## config.mk

```make
export PLATFORM = sky130hd
export DESIGN_NAME = npecc_top
export DESIGN_NICKNAME = d
export VERILOG_FILES = /design/src/design/npecc_pkg.sv /design/src/design/npecc_top.sv /design/src/design/npecc_parity_engine.sv
export SDC_FILE = /design/constraint.sdc
export NUM_CORES = 1
export LEC_CHECK = 0
export BUFFER_PORTS_ARGS = -buffer_cell sky130_fd_sc_hd__buf_4
export CAP_MARGIN = 30
export CORE_ASPECT_RATIO = 0.6
export CORE_MARGIN = 8
export CORE_UTILIZATION = 30
export DETAILED_ROUTE_END_ITERATION = 16
export HOLD_SLACK_MARGIN = 0.05
export PLACE_DENSITY = 0.49
export RECOVER_POWER = 50
export REMOVE_ABC_BUFFERS = 1
export SETUP_SLACK_MARGIN = 0.05
export SLEW_MARGIN = 20
export SYNTH_ARGS = -nofsm -noshare
export SYNTH_HDL_FRONTEND = slang
export SYNTH_SLANG_ARGS = --single-unit
```

## constraint.sdc

```tcl
create_clock -name clk_sys_i -period 3.02 [get_ports clk_sys_i]
set_input_delay 0.302 -clock clk_sys_i [delete_from_list [all_inputs] [get_ports clk_sys_i]]
set_output_delay 0.302 -clock clk_sys_i [all_outputs]
set_load 0.05 [all_outputs]
```

## src/design/npecc_pkg.sv

```systemverilog
// Constants shared by the page code block: offsets, fields, resets, counts.
// Assumes the register bus is the peripheral bus with 32-bit data.
package npecc_pkg;
  // ------------------------------------------------------------------
  // Register map
  // ------------------------------------------------------------------
  localparam logic [7:0]  OFS_CONTROL     = 8'h00;
  localparam logic [7:0]  OFS_MODE        = 8'h04;
  localparam logic [7:0]  OFS_STATUS      = 8'h08;
  localparam logic [7:0]  OFS_PARITY      = 8'h0C;
  localparam logic [7:0]  OFS_INVERSE_PARITY_BITS     = 8'h10;
  localparam logic [31:0] RESET_VALUE     = 32'h0000_0000;
  localparam logic [31:0] READ_ZERO       = 32'h0000_0000;
  // ------------------------------------------------------------------
  // Fields
  // ------------------------------------------------------------------
  localparam int          CTRL_RST_BIT    = 0;
  localparam int          MODE_SIZE_LSB   = 0;
  localparam int          ST_DATA_BIT     = 0;
  localparam int          ST_CODE_BIT     = 1;
  localparam int          ST_MULTI_BIT    = 2;
  localparam int          BIT_OFS_LSB     = 0;
  localparam int          WORD_IDX_LSB    = 4;
  // ------------------------------------------------------------------
  // Flash commands and page geometry
  // ------------------------------------------------------------------
  localparam logic [7:0]  CMD_READ        = 8'h00;
  localparam logic [7:0]  CMD_WRITE       = 8'h80;
  localparam logic [12:0] MAIN_WORDS_BASE = 13'h0200;
  localparam logic [1:0]  CODE_PIECES_8   = 2'h3;
  localparam logic [1:0]  CODE_PIECES_16  = 2'h1;
  localparam logic [15:0] DATA_ERR_MASK16 = 16'hFFFF;
  localparam logic [15:0] DATA_ERR_MASK8  = 16'hFFF7;

  typedef enum logic [2:0] {
    NPECC_IDLE = 3'b000,
    NPECC_CMD  = 3'b001,
    NPECC_ADDR = 3'b010,
    NPECC_MAIN = 3'b011,
    NPECC_CODE = 3'b100,
    NPECC_DONE = 3'b101
  } npecc_state_t;
endpackage

```

## src/design/npecc_top.sv

```systemverilog
// Page code block: peripheral bus registers, page sequencing and checking.
// Assumes the flash command, address and data strobes come from logic on
// clk_sys_i, one cycle each, and the page bus width is a steady level.
`timescale 1ns/100ps
module npecc_top (
  // Clock and reset
  input  wire logic        clk_sys_i,
  input  wire logic        resetn_i,
  // Register bus
  input  wire logic        psel_i,
  input  wire logic        penable_i,
  input  wire logic        pwrite_i,
  input  wire logic [7:0]  paddr_i,
  input  wire logic [31:0] pwdata_i,
  output logic      [31:0] prdata_o,
  // Flash traffic
  input  wire logic        nand_wide_i,
  input  wire logic        nand_cmd_valid_i,
  input  wire logic [7:0]  nand_cmd_i,
  input  wire logic        nand_addr_valid_i,
  input  wire logic        nand_data_valid_i,
  input  wire logic [15:0] nand_data_i
);
  npecc_pkg::npecc_state_t state_reg;
  logic [1:0]  words_per_page_sel_reg;
  logic [2:0]  error_status_reg;
  logic [15:0] parity_result_reg;
  logic [15:0] inverse_parity_result_reg;
  logic        is_read_reg;
  logic        latch_wr_reg;
  logic [12:0] word_cnt_reg;
  logic [1:0]  code_cnt_reg;
  logic [31:0] code_reg;
  logic [31:0] prdata_reg;

  logic        wr_acc;
  logic        setup_rd;
  logic        sw_clear;
  logic        start_cmd;
  logic        main_word;
  logic        code_word;
  logic        code_last;
  logic [12:0] main_words;
  logic [31:0] code_full;
  logic [15:0] calc_p;
  logic [15:0] calc_n;
  logic [15:0] syn_p;
  logic [15:0] syn_n;
  logic [15:0] syn_or;
  logic [15:0] err_mask;
  logic        no_err;
  logic        data_err;
  logic        code_err;

  // ------------------------------------------------------------------
  // Decode
  // ------------------------------------------------------------------
  assign wr_acc   = psel_i & penable_i & pwrite_i;
  assign setup_rd = psel_i & ~penable_i & ~pwrite_i;
  assign sw_clear = wr_acc & (paddr_i == npecc_pkg::OFS_CONTROL) &
                    pwdata_i[npecc_pkg::CTRL_RST_BIT];
  // start on read or write command
  assign start_cmd = nand_cmd_valid_i &
                     ((nand_cmd_i == npecc_pkg::CMD_READ) ||
                      (nand_cmd_i == npecc_pkg::CMD_WRITE));
  // main area size per select code
  assign main_words = npecc_pkg::MAIN_WORDS_BASE << words_per_page_sel_reg;
  assign main_word  = nand_data_valid_i & ~start_cmd & ~sw_clear &
                      ((state_reg == npecc_pkg::NPECC_ADDR) ||
                       (state_reg == npecc_pkg::NPECC_MAIN));
  assign code_word  = nand_data_valid_i & ~start_cmd & ~sw_clear &
                      (state_reg == npecc_pkg::NPECC_CODE);
  assign code_last  = code_word & (code_cnt_reg == (nand_wide_i ?
                      npecc_pkg::CODE_PIECES_16 : npecc_pkg::CODE_PIECES_8));
  assign code_full  = nand_wide_i ?
                      {nand_data_i, code_reg[31:16]} :
                      {nand_data_i[7:0], code_reg[31:8]};

  npecc_parity_engine u_engine (
    .clk_sys_i    (clk_sys_i),
    .resetn_i     (resetn_i),
    .clear_i      (start_cmd | sw_clear),
    .word_valid_i (main_word),
    .wide_i       (nand_wide_i),
    .data_i       (nand_data_i),
    .index_i      (word_cnt_reg[11:0]),
    .par_o        (calc_p),
    .npar_o       (calc_n)
  );

  // ------------------------------------------------------------------
  // Check of stored code
  // ------------------------------------------------------------------
  assign syn_p    = calc_p ^ code_full[15:0];
  assign syn_n    = calc_n ^ code_full[31:16];
  assign syn_or   = syn_p | syn_n;
  assign err_mask = nand_wide_i ? npecc_pkg::DATA_ERR_MASK16 :
                                  npecc_pkg::DATA_ERR_MASK8;
  assign no_err   = (syn_or == 16'h0000);
  assign data_err = ((syn_p ^ syn_n) == err_mask);
  assign code_err = ~no_err & ((syn_or & (syn_or - 16'h0001)) == 16'h0000);

  // ------------------------------------------------------------------
  // Sequencer
  // ------------------------------------------------------------------
  always_ff @(posedge clk_sys_i or negedge resetn_i) begin
    if (!resetn_i) begin
      state_reg <= npecc_pkg::NPECC_IDLE;
    end else if (start_cmd) begin
      state_reg <= npecc_pkg::NPECC_CMD;
    end else if (sw_clear) begin
      state_reg <= npecc_pkg::NPECC_IDLE;
    end else begin
      unique case (state_reg)
        npecc_pkg::NPECC_IDLE: state_reg <= npecc_pkg::NPECC_IDLE;
        npecc_pkg::NPECC_CMD: begin
          if (nand_addr_valid_i) begin
            state_reg <= npecc_pkg::NPECC_ADDR;
          end
        end
        npecc_pkg::NPECC_ADDR, npecc_pkg::NPECC_MAIN: begin
          if (main_word && (word_cnt_reg == main_words - 13'h0001)) begin
            state_reg <= is_read_reg ? npecc_pkg::NPECC_CODE :
                                       npecc_pkg::NPECC_DONE;
          end else if (main_word) begin
            state_reg <= npecc_pkg::NPECC_MAIN;
          end
        end
        npecc_pkg::NPECC_CODE: begin
          if (code_last) begin
            state_reg <= npecc_pkg::NPECC_DONE;
          end
        end
        npecc_pkg::NPECC_DONE: state_reg <= npecc_pkg::NPECC_DONE;
        default:               state_reg <= npecc_pkg::NPECC_IDLE;
      endcase
    end
  end

  always_ff @(posedge clk_sys_i or negedge resetn_i) begin
    if (!resetn_i) begin
      word_cnt_reg <= 13'h0000;
      code_cnt_reg <= 2'h0;
      code_reg     <= 32'h0000_0000;
      is_read_reg  <= 1'b0;
    end else if (start_cmd) begin
      word_cnt_reg <= 13'h0000;
      code_cnt_reg <= 2'h0;
      is_read_reg  <= (nand_cmd_i == npecc_pkg::CMD_READ);
    end else if (main_word) begin
      word_cnt_reg <= word_cnt_reg + 13'h0001;
    end else if (code_word) begin
      code_cnt_reg <= code_cnt_reg + 2'h1;
      code_reg     <= code_full;
    end
  end

  // Engine sums land one edge after the last word, so writes latch late
  always_ff @(posedge clk_sys_i or negedge resetn_i) begin
    if (!resetn_i) begin
      latch_wr_reg <= 1'b0;
    end else begin
      latch_wr_reg <= main_word & ~is_read_reg &
                      (word_cnt_reg == main_words - 13'h0001);
    end
  end

  // ------------------------------------------------------------------
  // Result registers
  // ------------------------------------------------------------------
  // load on write latch or last code piece first, else clear on command or software reset, else hold
  always_ff @(posedge clk_sys_i or negedge resetn_i) begin
    if (!resetn_i) begin
      error_status_reg          <= 3'h0;
      parity_result_reg         <= 16'h0000;
      inverse_parity_result_reg <= 16'h0000;
    end else if (latch_wr_reg) begin
      // A write result due in a clearing cycle still lands
      parity_result_reg         <= calc_p;
      inverse_parity_result_reg <= calc_n;
    end else if (code_last) begin
      error_status_reg[npecc_pkg::ST_DATA_BIT]  <= ~no_err & ~code_err;
      error_status_reg[npecc_pkg::ST_CODE_BIT]  <= code_err;
      error_status_reg[npecc_pkg::ST_MULTI_BIT] <= ~no_err & ~code_err &
                                                   ~data_err;
      parity_result_reg         <= syn_p;
      inverse_parity_result_reg <= syn_n;
    end else if (start_cmd || sw_clear) begin
      error_status_reg          <= 3'h0;
      parity_result_reg         <= 16'h0000;
      inverse_parity_result_reg <= 16'h0000;
    end
  end

  // ------------------------------------------------------------------
  // Register bus
  // ------------------------------------------------------------------
  // page size select is read-write
  always_ff @(posedge clk_sys_i or negedge resetn_i) begin
    if (!resetn_i) begin
      words_per_page_sel_reg <= npecc_pkg::RESET_VALUE[1:0];
    end else if (wr_acc && (paddr_i == npecc_pkg::OFS_MODE)) begin
      words_per_page_sel_reg <=
        pwdata_i[npecc_pkg::MODE_SIZE_LSB +: 2];
    end
  end

  // read decode, control and reserved read zero
  always_ff @(posedge clk_sys_i or negedge resetn_i) begin
    if (!resetn_i) begin
      prdata_reg <= npecc_pkg::RESET_VALUE;
    end else if (setup_rd) begin
      unique case (paddr_i)
        npecc_pkg::OFS_MODE:
          prdata_reg <= {30'h0000_0000, words_per_page_sel_reg};
        npecc_pkg::OFS_STATUS:
          prdata_reg <= {29'h0000_0000, error_status_reg};
        npecc_pkg::OFS_PARITY:
          prdata_reg <= {16'h0000, parity_result_reg};
        npecc_pkg::OFS_INVERSE_PARITY_BITS:
          prdata_reg <= {16'h0000, inverse_parity_result_reg};
        default:
          prdata_reg <= npecc_pkg::READ_ZERO;
      endcase
    end
  end
  assign prdata_o = prdata_reg;
endmodule

```

## src/design/npecc_parity_engine.sv

```systemverilog
// Accumulates line and column parity over the words of a page main area.
// Assumes words arrive on clk_sys_i as one-cycle strobes with their index.
`timescale 1ns/100ps
module npecc_parity_engine (
  // Clock and reset
  input  wire logic        clk_sys_i,
  input  wire logic        resetn_i,
  // Control
  input  wire logic        clear_i,
  input  wire logic        word_valid_i,
  input  wire logic        wide_i,
  input  wire logic [15:0] data_i,
  input  wire logic [11:0] index_i,
  // Results
  output logic      [15:0] par_o,
  output logic      [15:0] npar_o
);
  localparam logic [15:0] COL_MASK [4] = '{16'hAAAA, 16'hCCCC,
                                           16'hF0F0, 16'hFF00};
  logic [15:0] data_m;
  logic        word_par;
  logic [15:0] term_p;
  logic [15:0] term_n;

  assign data_m   = wide_i ? data_i : {8'h00, data_i[7:0]};
  assign word_par = ^data_m;

  for (genvar b = 0; b < 4; b++) begin : g_col
    if (b == 3) begin : g_hi
      assign term_p[b] = wide_i & (^(data_m & COL_MASK[b]));
      assign term_n[b] = wide_i & (^(data_m & ~COL_MASK[b]));
    end else begin : g_lo
      assign term_p[b] = ^(data_m & COL_MASK[b]);
      assign term_n[b] = ^(data_m & ~COL_MASK[b]);
    end
  end
  for (genvar i = 0; i < 12; i++) begin : g_line
    assign term_p[i+4] = word_par & index_i[i];
    assign term_n[i+4] = word_par & ~index_i[i];
  end

  always_ff @(posedge clk_sys_i or negedge resetn_i) begin
    if (!resetn_i) begin
      par_o  <= 16'h0000;
      npar_o <= 16'h0000;
    end else if (clear_i) begin
      par_o  <= 16'h0000;
      npar_o <= 16'h0000;
    end else if (word_valid_i) begin
      par_o  <= par_o ^ term_p;
      npar_o <= npar_o ^ term_n;
    end
  end
endmodule

```

; ---- After elaboration in Yosys (flattened, before gate mapping)
; Index checks and enable logic that the tools add are counted.
[word_totals]
reg_bits = 153
wordCells = 165
out_inout_bits = 32
in_bits = 73
[op_classes]
bitwise_logic = 73
n_eq_ne = 17
n_shift = 1
n_mux = 29
add_sub_neg = 4
n_reduce_logical = 28
[ops]
columns = operator, count
row1 = $mux W16, 10
row2 = $reduce_xor A16 Y1, 9
row3 = $xor A16 B16 Y16, 5
row4 = $pmux W16 S4, 1
row5 = $and A1 B1 Y1, 43
row6 = $logic_not A16 Y1, 2
row7 = $mux W32, 1
row8 = $mux W13, 2
row9 = $mux W3, 8
row10 = $not A1 Y1, 22
row11 = $and A16 B16 Y16, 1
row12 = $eq A16 B16 Y1, 1
row13 = $eq A8 B4 Y1 const B, 2
row14 = $logic_not A8 Y1, 2
row15 = $or A16 B16 Y16, 1
row16 = $sub A16 B1 Y16 const B, 1
row17 = $add A13 B1 Y13 const B, 1
row18 = $eq A13 B13 Y1, 1
row19 = $shl A10 B2 Y13 const A, 1
row20 = $sub A13 B1 Y13 const B, 1
row21 = $pmux W3 S4, 1
row22 = $eq A8 B3 Y1 const B, 1
row23 = $eq A8 B5 Y1 const B, 1
row24 = $eq A8 B8 Y1 const B, 1
row25 = other kinds (19), 33

; ---- Longest topological paths before layout
[logic_depth]
depth_word = 12
ltp_mapped = 11
ltp_nobuf = 9

; ---- By module
; Synthesis repeated with hierarchy kept, for this count alone.
[hier_totals]
cells_unflattened = 870
hier_area_um2 = 8119.0
[modules_own_cells]
columns = module, cells_per_inst, seq_area_each_um2, n_inst, area_each_um2
row1 = npecc_top, 660, 2427.3, 1, 6192.2
row2 = npecc_parity_engine, 210, 800.8, 1, 1926.8

; ---- Least setup slack after synthesis
; OpenSTA, ideal clock, no wires.
[synth_timing]
path_kind = input port to flip-flop
startpoint = input nand_wide_i
endpoint = register error_status_reg[2]
cell_stages = 11
path_slack_ns = -0.277
setup_time_ns = 0.122
arrival_ns = 3.175
path_buffers = 2
required_ns = 2.898
cell_sequence = buf_1 -> buf_1 -> mux2i_1 -> xnor2_1 -> ha_1 -> nand4_1 -> nor3_1 -> a41oi_1 -> nor4bb_1 -> nand3_1 -> a32o_1
[synth_between]
elab_chain_len = 11
elab_cells_between_ends = 23
classes_between = 1 x add/sub / 2 x eq/ne / 4 x mux / 12 x bitwise / 4 x reduce/logical
[synth_rtl]
columns = element, line_no
row1 = start: declaration, npecc_top.sv:17  ; input wire logic nand_wide_i,
row2 = $mux W32, npecc_top.sv:75  ; assign code_full = nand_wide_i ?
row3 = "$xor A16 B16 Y16, on equally long branches", "npecc_top.sv:94, npecc_top.sv:95"
row4 = $or A16 B16 Y16, npecc_top.sv:96  ; assign syn_or = syn_p | syn_n;
row5 = $sub A16 B1 Y16, npecc_top.sv:101  ; assign code_err = ~no_err & ((syn_or & (syn_or - 16'h0001)) == 16'h0000);
row6 = $and A16 B16 Y16, npecc_top.sv:101
row7 = $logic_not A16 Y1, npecc_top.sv:101
row8 = $and A1 B1 Y1, npecc_top.sv:101
row9 = $not A1 Y1, npecc_top.sv:184  ; error_status_reg[npecc_pkg::ST_MULTI_BIT] <= ~no_err & ~code_err &
row10 = $and A1 B1 Y1 (2 in series), npecc_top.sv:184
row11 = $mux W3, npecc_top.sv:181  ; end else if (code_last) begin
row12 = end signal: indexed assignment, npecc_top.sv:182  ; error_status_reg[npecc_pkg::ST_DATA_BIT] <= ~no_err & ~code_err;
row13 = end signal: indexed assignment, npecc_top.sv:183  ; error_status_reg[npecc_pkg::ST_CODE_BIT] <= code_err;
row14 = end signal: indexed assignment, npecc_top.sv:184
row15 = end: declaration, npecc_top.sv:26  ; logic [2:0] error_status_reg;
; Parallel ways exist; a longest one is shown, timed or not.
; A chain may end at the register's enable or synchronous reset.

; ---- Final worst setup path
[layout_timing]
startpoint = register code_reg[18]
endpoint = register error_status_reg[2]
[layout_between]
elab_chain_len = 11
elab_cells_between_ends = 16
classes_between = 1 x add/sub / 1 x eq/ne / 2 x mux / 10 x bitwise / 2 x reduce/logical
[layout_rtl]
columns = element, line_no
row1 = start: declaration, npecc_top.sv:33  ; logic [31:0] code_reg;
row2 = start signal: assignment, npecc_top.sv:154  ; code_reg <= code_full;
row3 = $mux W32 (*), npecc_top.sv:75
row4 = $xor A16 B16 Y16 (*), npecc_top.sv:94  ; assign syn_p = calc_p ^ code_full[15:0];
row5 = $or A16 B16 Y16, npecc_top.sv:96
row6 = $sub A16 B1 Y16, npecc_top.sv:101
row7 = $and A16 B16 Y16, npecc_top.sv:101
row8 = $logic_not A16 Y1, npecc_top.sv:101
row9 = $and A1 B1 Y1, npecc_top.sv:101
row10 = $not A1 Y1, npecc_top.sv:184
row11 = $and A1 B1 Y1, npecc_top.sv:184
row12 = $and A1 B1 Y1 (*), npecc_top.sv:184
row13 = $mux W3 (*), npecc_top.sv:181
; Every way passes the cells marked *; elsewhere a longest branch is shown, timed or not.

==> results_dict.tcl <==
set metrics [dict create \
    synth_cell_types 53 \
    setup_slack_ps 381 \
    cts.path.max_buffers 2 \
    cts-root-buf "clkbuf_16" \
    min_period_ps 2640 \
    drt_wl_total_mm 25.7 \
    initial_core_util_pct 30.7 \
    cap_violations 1 \
    largest_reg_flops 24 \
    reg2reg_slack_ps 380 \
    crit_slowest_cell "dfrtp_1" \
    outcome "finished, violations left" \
    chipHeight_um 141 \
    seqCellArea_mm2 0.00323 \
    crit_path_end_kind "register" \
    hold_end "words_per_page_sel_reg[1]" \
    dr.pass1.iters 5 \
    critPathMaxStageDelay_ps 400 \
    syn2layout_area_growth_pct 22.4 \
    drive_above_1_share_pct 15.5 \
    rsz0062_at_grt "no" \
    grt_max_degree 58 \
    critPathKind "register to register" \
    maxSlewHeadroom_pct -11.3 \
    grt_overflow 0 \
    rows 45 \
    worst_setup_path_start_kind "register" \
    grt_pass1_wl_mm 40.2 \
    power_density_mw_per_mm2 585 \
    critPathMaxFanout 3 \
    portBuffers 58 \
    ir_drop_mv 0.321 \
    vias 6808 \
    leakagePower_nw 4.02 \
    htree_num_levels 4 \
    place_inst 1290 \
    drv_slew 57 \
    yosysSeqAreaShare_pct 41.4 \
    cts_resized 0 \
    dieWidth_um 224 \
    place_congestion 0.882 \
    reg2reg_to "error_status_reg[2]" \
    core_area_mm2 0.0254 \
    antenna_found_initial 0 \
    required_ps 3350 \
    n_antenna_cell 0 \
    period_share_pct 87.4 \
    netlist_area_mm2 0.00779 \
    drt_iter0_drc 624 \
    synth_edf_count 0 \
    worstPathArrival_ps 2970 \
    hold_viol 0 \
    tightest_slew_ps 1670 \
    fin_area_mm2 0.00954 \
    setup_viol 0 \
    finClkSkew_ps 5.89 \
    clock_latency_ps 440 \
    max_freq_mhz 379 \
    cts_buffers 17 \
    holdCritStartpoint "pwdata_i[1]" \
    wl_per_cell_um 19.4 \
    first_global_vias 6485 \
    syn_avg_cell_area_um2 8.92 \
    failed_checks "capacitance limit, slew limit" \
    synthFlopType "dfrtp_1" \
    hp-class "primary input to register" \
    multi_input_area_mm2 0.00419 \
    path_cells "mux2i_1, xor2_1, ha_1, nand4_1, nor3_1, a41oi_1, nor4bb_1, nand3_1, a32o_1" \
    via_per_inst 5.14 \
    clk_pin_slew_worst_paths_ps 60 \
    io_pins 105 \
    cts_tree "built" \
    fill_cells 2545 \
    final_cells 1324 \
    drtAntennaViolNets 0 \
    netlist_instances 874 \
    async_flop_share_pct 100 \
    reg2reg_from "code_reg[18]" \
    final_util_pct 37.6 \
    power.total_mw 5.58 \
    finalNetCount 1054 \
    ys_ff_latch 129 \
    drcViolationCount 0 \
    die_area_mm2 0.0316 \
    worstHoldPathCells 2 \
    grt_usage_pct 16.6 \
    ys_warn_count 0 \
    cts.sinks 129 \
    dpl_cell_area_mm2 0.00891 \
    rr_worst_depth 9 \
    dp_hpwl_mm 18.5 \
    dp_slack_ps 159 \
]
cells by family (layout without fill, tap and decap cells):
group | Yosys count | count (layout) | synth area share, %
flip-flops | 129 | 129 | 41.4
AO/OA/AOI/OAI | 240 | 240 | 18.1
AND/OR/NAND/NOR | 257 | 257 | 16.2
XOR/XNOR | 88 | 88 | 10.2
multiplexers | 36 | 36 | 4.66
other | 1 | 16 | 0.0481
buffers and inverters | 101 | 184 | 5.86
adder cells (fa/ha/maj) | 22 | 22 | 3.53
stage by stage:
step	setup TNS [ps]	hold slack, ps
final	0	93.8
after global routing	0	78.1
after CTS	0	51.6
after detailed placement	0	334
after global placement	0	337
after floorplan	-135480	6.41
power by group:
group          total (mW)  leakage, nW  switching (mW)  internal, mW
Combinational        1.26         2.00           0.751         0.505
Clock                2.36        0.311           0.882          1.47
Sequential           1.97         1.72           0.125          1.85
layout by cell type (no fill, tap or decap), types with 4 or more instances in the layout:
cell         n
nand2_1     55
clkbuf_1     8
conb_1      16
nor2_1      72
and3_1       9
and2_1       5
xor2_1      27
or3_1       14
o22ai_1     25
nand4_1     11
inv_1       30
nor3_1      36
mux2i_1     34
o211ai_1     4
o31ai_1     20
dfrtp_1    129
clkbuf_16   17
xnor2_1     59
a22oi_1     19
nand3_1     18
inv_6        4
bufinv_16    5
o21ai_0     35
buf_4      106
ha_1        22
a21oi_1    115
or4_1       13
nor4_1       5
routing by layer:
layer | wire, um | part of all wire (%) | GRT usage, %
met3 | 1650 | 6.4 | 4.12
met5 | 0 | 0 | 0
met1 | 13600 | 53 | 25.5
met2 | 10100 | 39 | 22.4
met4 | 360 | 1.4 | 4.04
Yosys cell counts (3+ instances only):
cell,n,area (um2)
dfrtp_1,129,3230
nor4_1,6,37.5
o21ai_0,36,180
nor3_1,36,180
o211ai_1,4,30.0
a21oi_1,115,576
nand3_1,18,90.1
or3_1,14,87.6
or4_1,13,97.6
buf_4,16,120
and2_1,5,31.3
nand2b_1,3,18.8
nor2_1,72,270
buf_1,8,30.0
o31ai_1,20,150
xnor2_1,59,517
mux2i_1,34,340
nor2b_1,3,18.8
clkbuf_1,43,161
a22o_1,3,26.3
ha_1,22,275
inv_1,30,113
a22oi_1,19,143
and3_1,9,56.3
o22ai_1,25,156
nand4_1,11,68.8
a21o_1,3,22.5
nand2_1,56,210
xor2_1,27,236
worst max-delay path: cells and delay by family, from the launching register on:
family | cells | cell delay (ps)
multiplexers | 1 | 170
AND/OR/NAND/NOR | 4 | 950
XOR/XNOR | 1 | 320
flip-flops | 1 | 400
adder cells (fa/ha/maj) | 1 | 260
AO/OA/AOI/OAI | 2 | 440
how the worst max path moves through the flow:
stage | from | end | slack (ps) | cells past startpoint
2_1_floorplan | nand_cmd_valid_i | code_reg[10] | -2990 | 5
3_3_place_gp | nand_wide_i | error_status_reg[2] | 160 | 11
3_5_place_dp | nand_wide_i | error_status_reg[1] | 160 | 11
4_1_cts | code_reg[18] | error_status_reg[1] | 460 | 9
5_1_grt | code_reg[30] | error_status_reg[1] | 230 | 9
6_report | code_reg[18] | error_status_reg[2] | 380 | 9
layout make-up:
type	instances	share of cell area [%]
tap	352	4.62
clock buffer	17	4.46
multi-input combinational	659	43.9
clock inverter	15	2.41
sequential	129	33.8
inverter	30	1.18
timing repair buffer	122	9.65
what timing repair did:
item,CTS,global route
setup buffers,0,0
hold buffers,1,1
endpoints found under the hold margin,54,1
No activity file was read; power rests on OpenSTA's default activity.
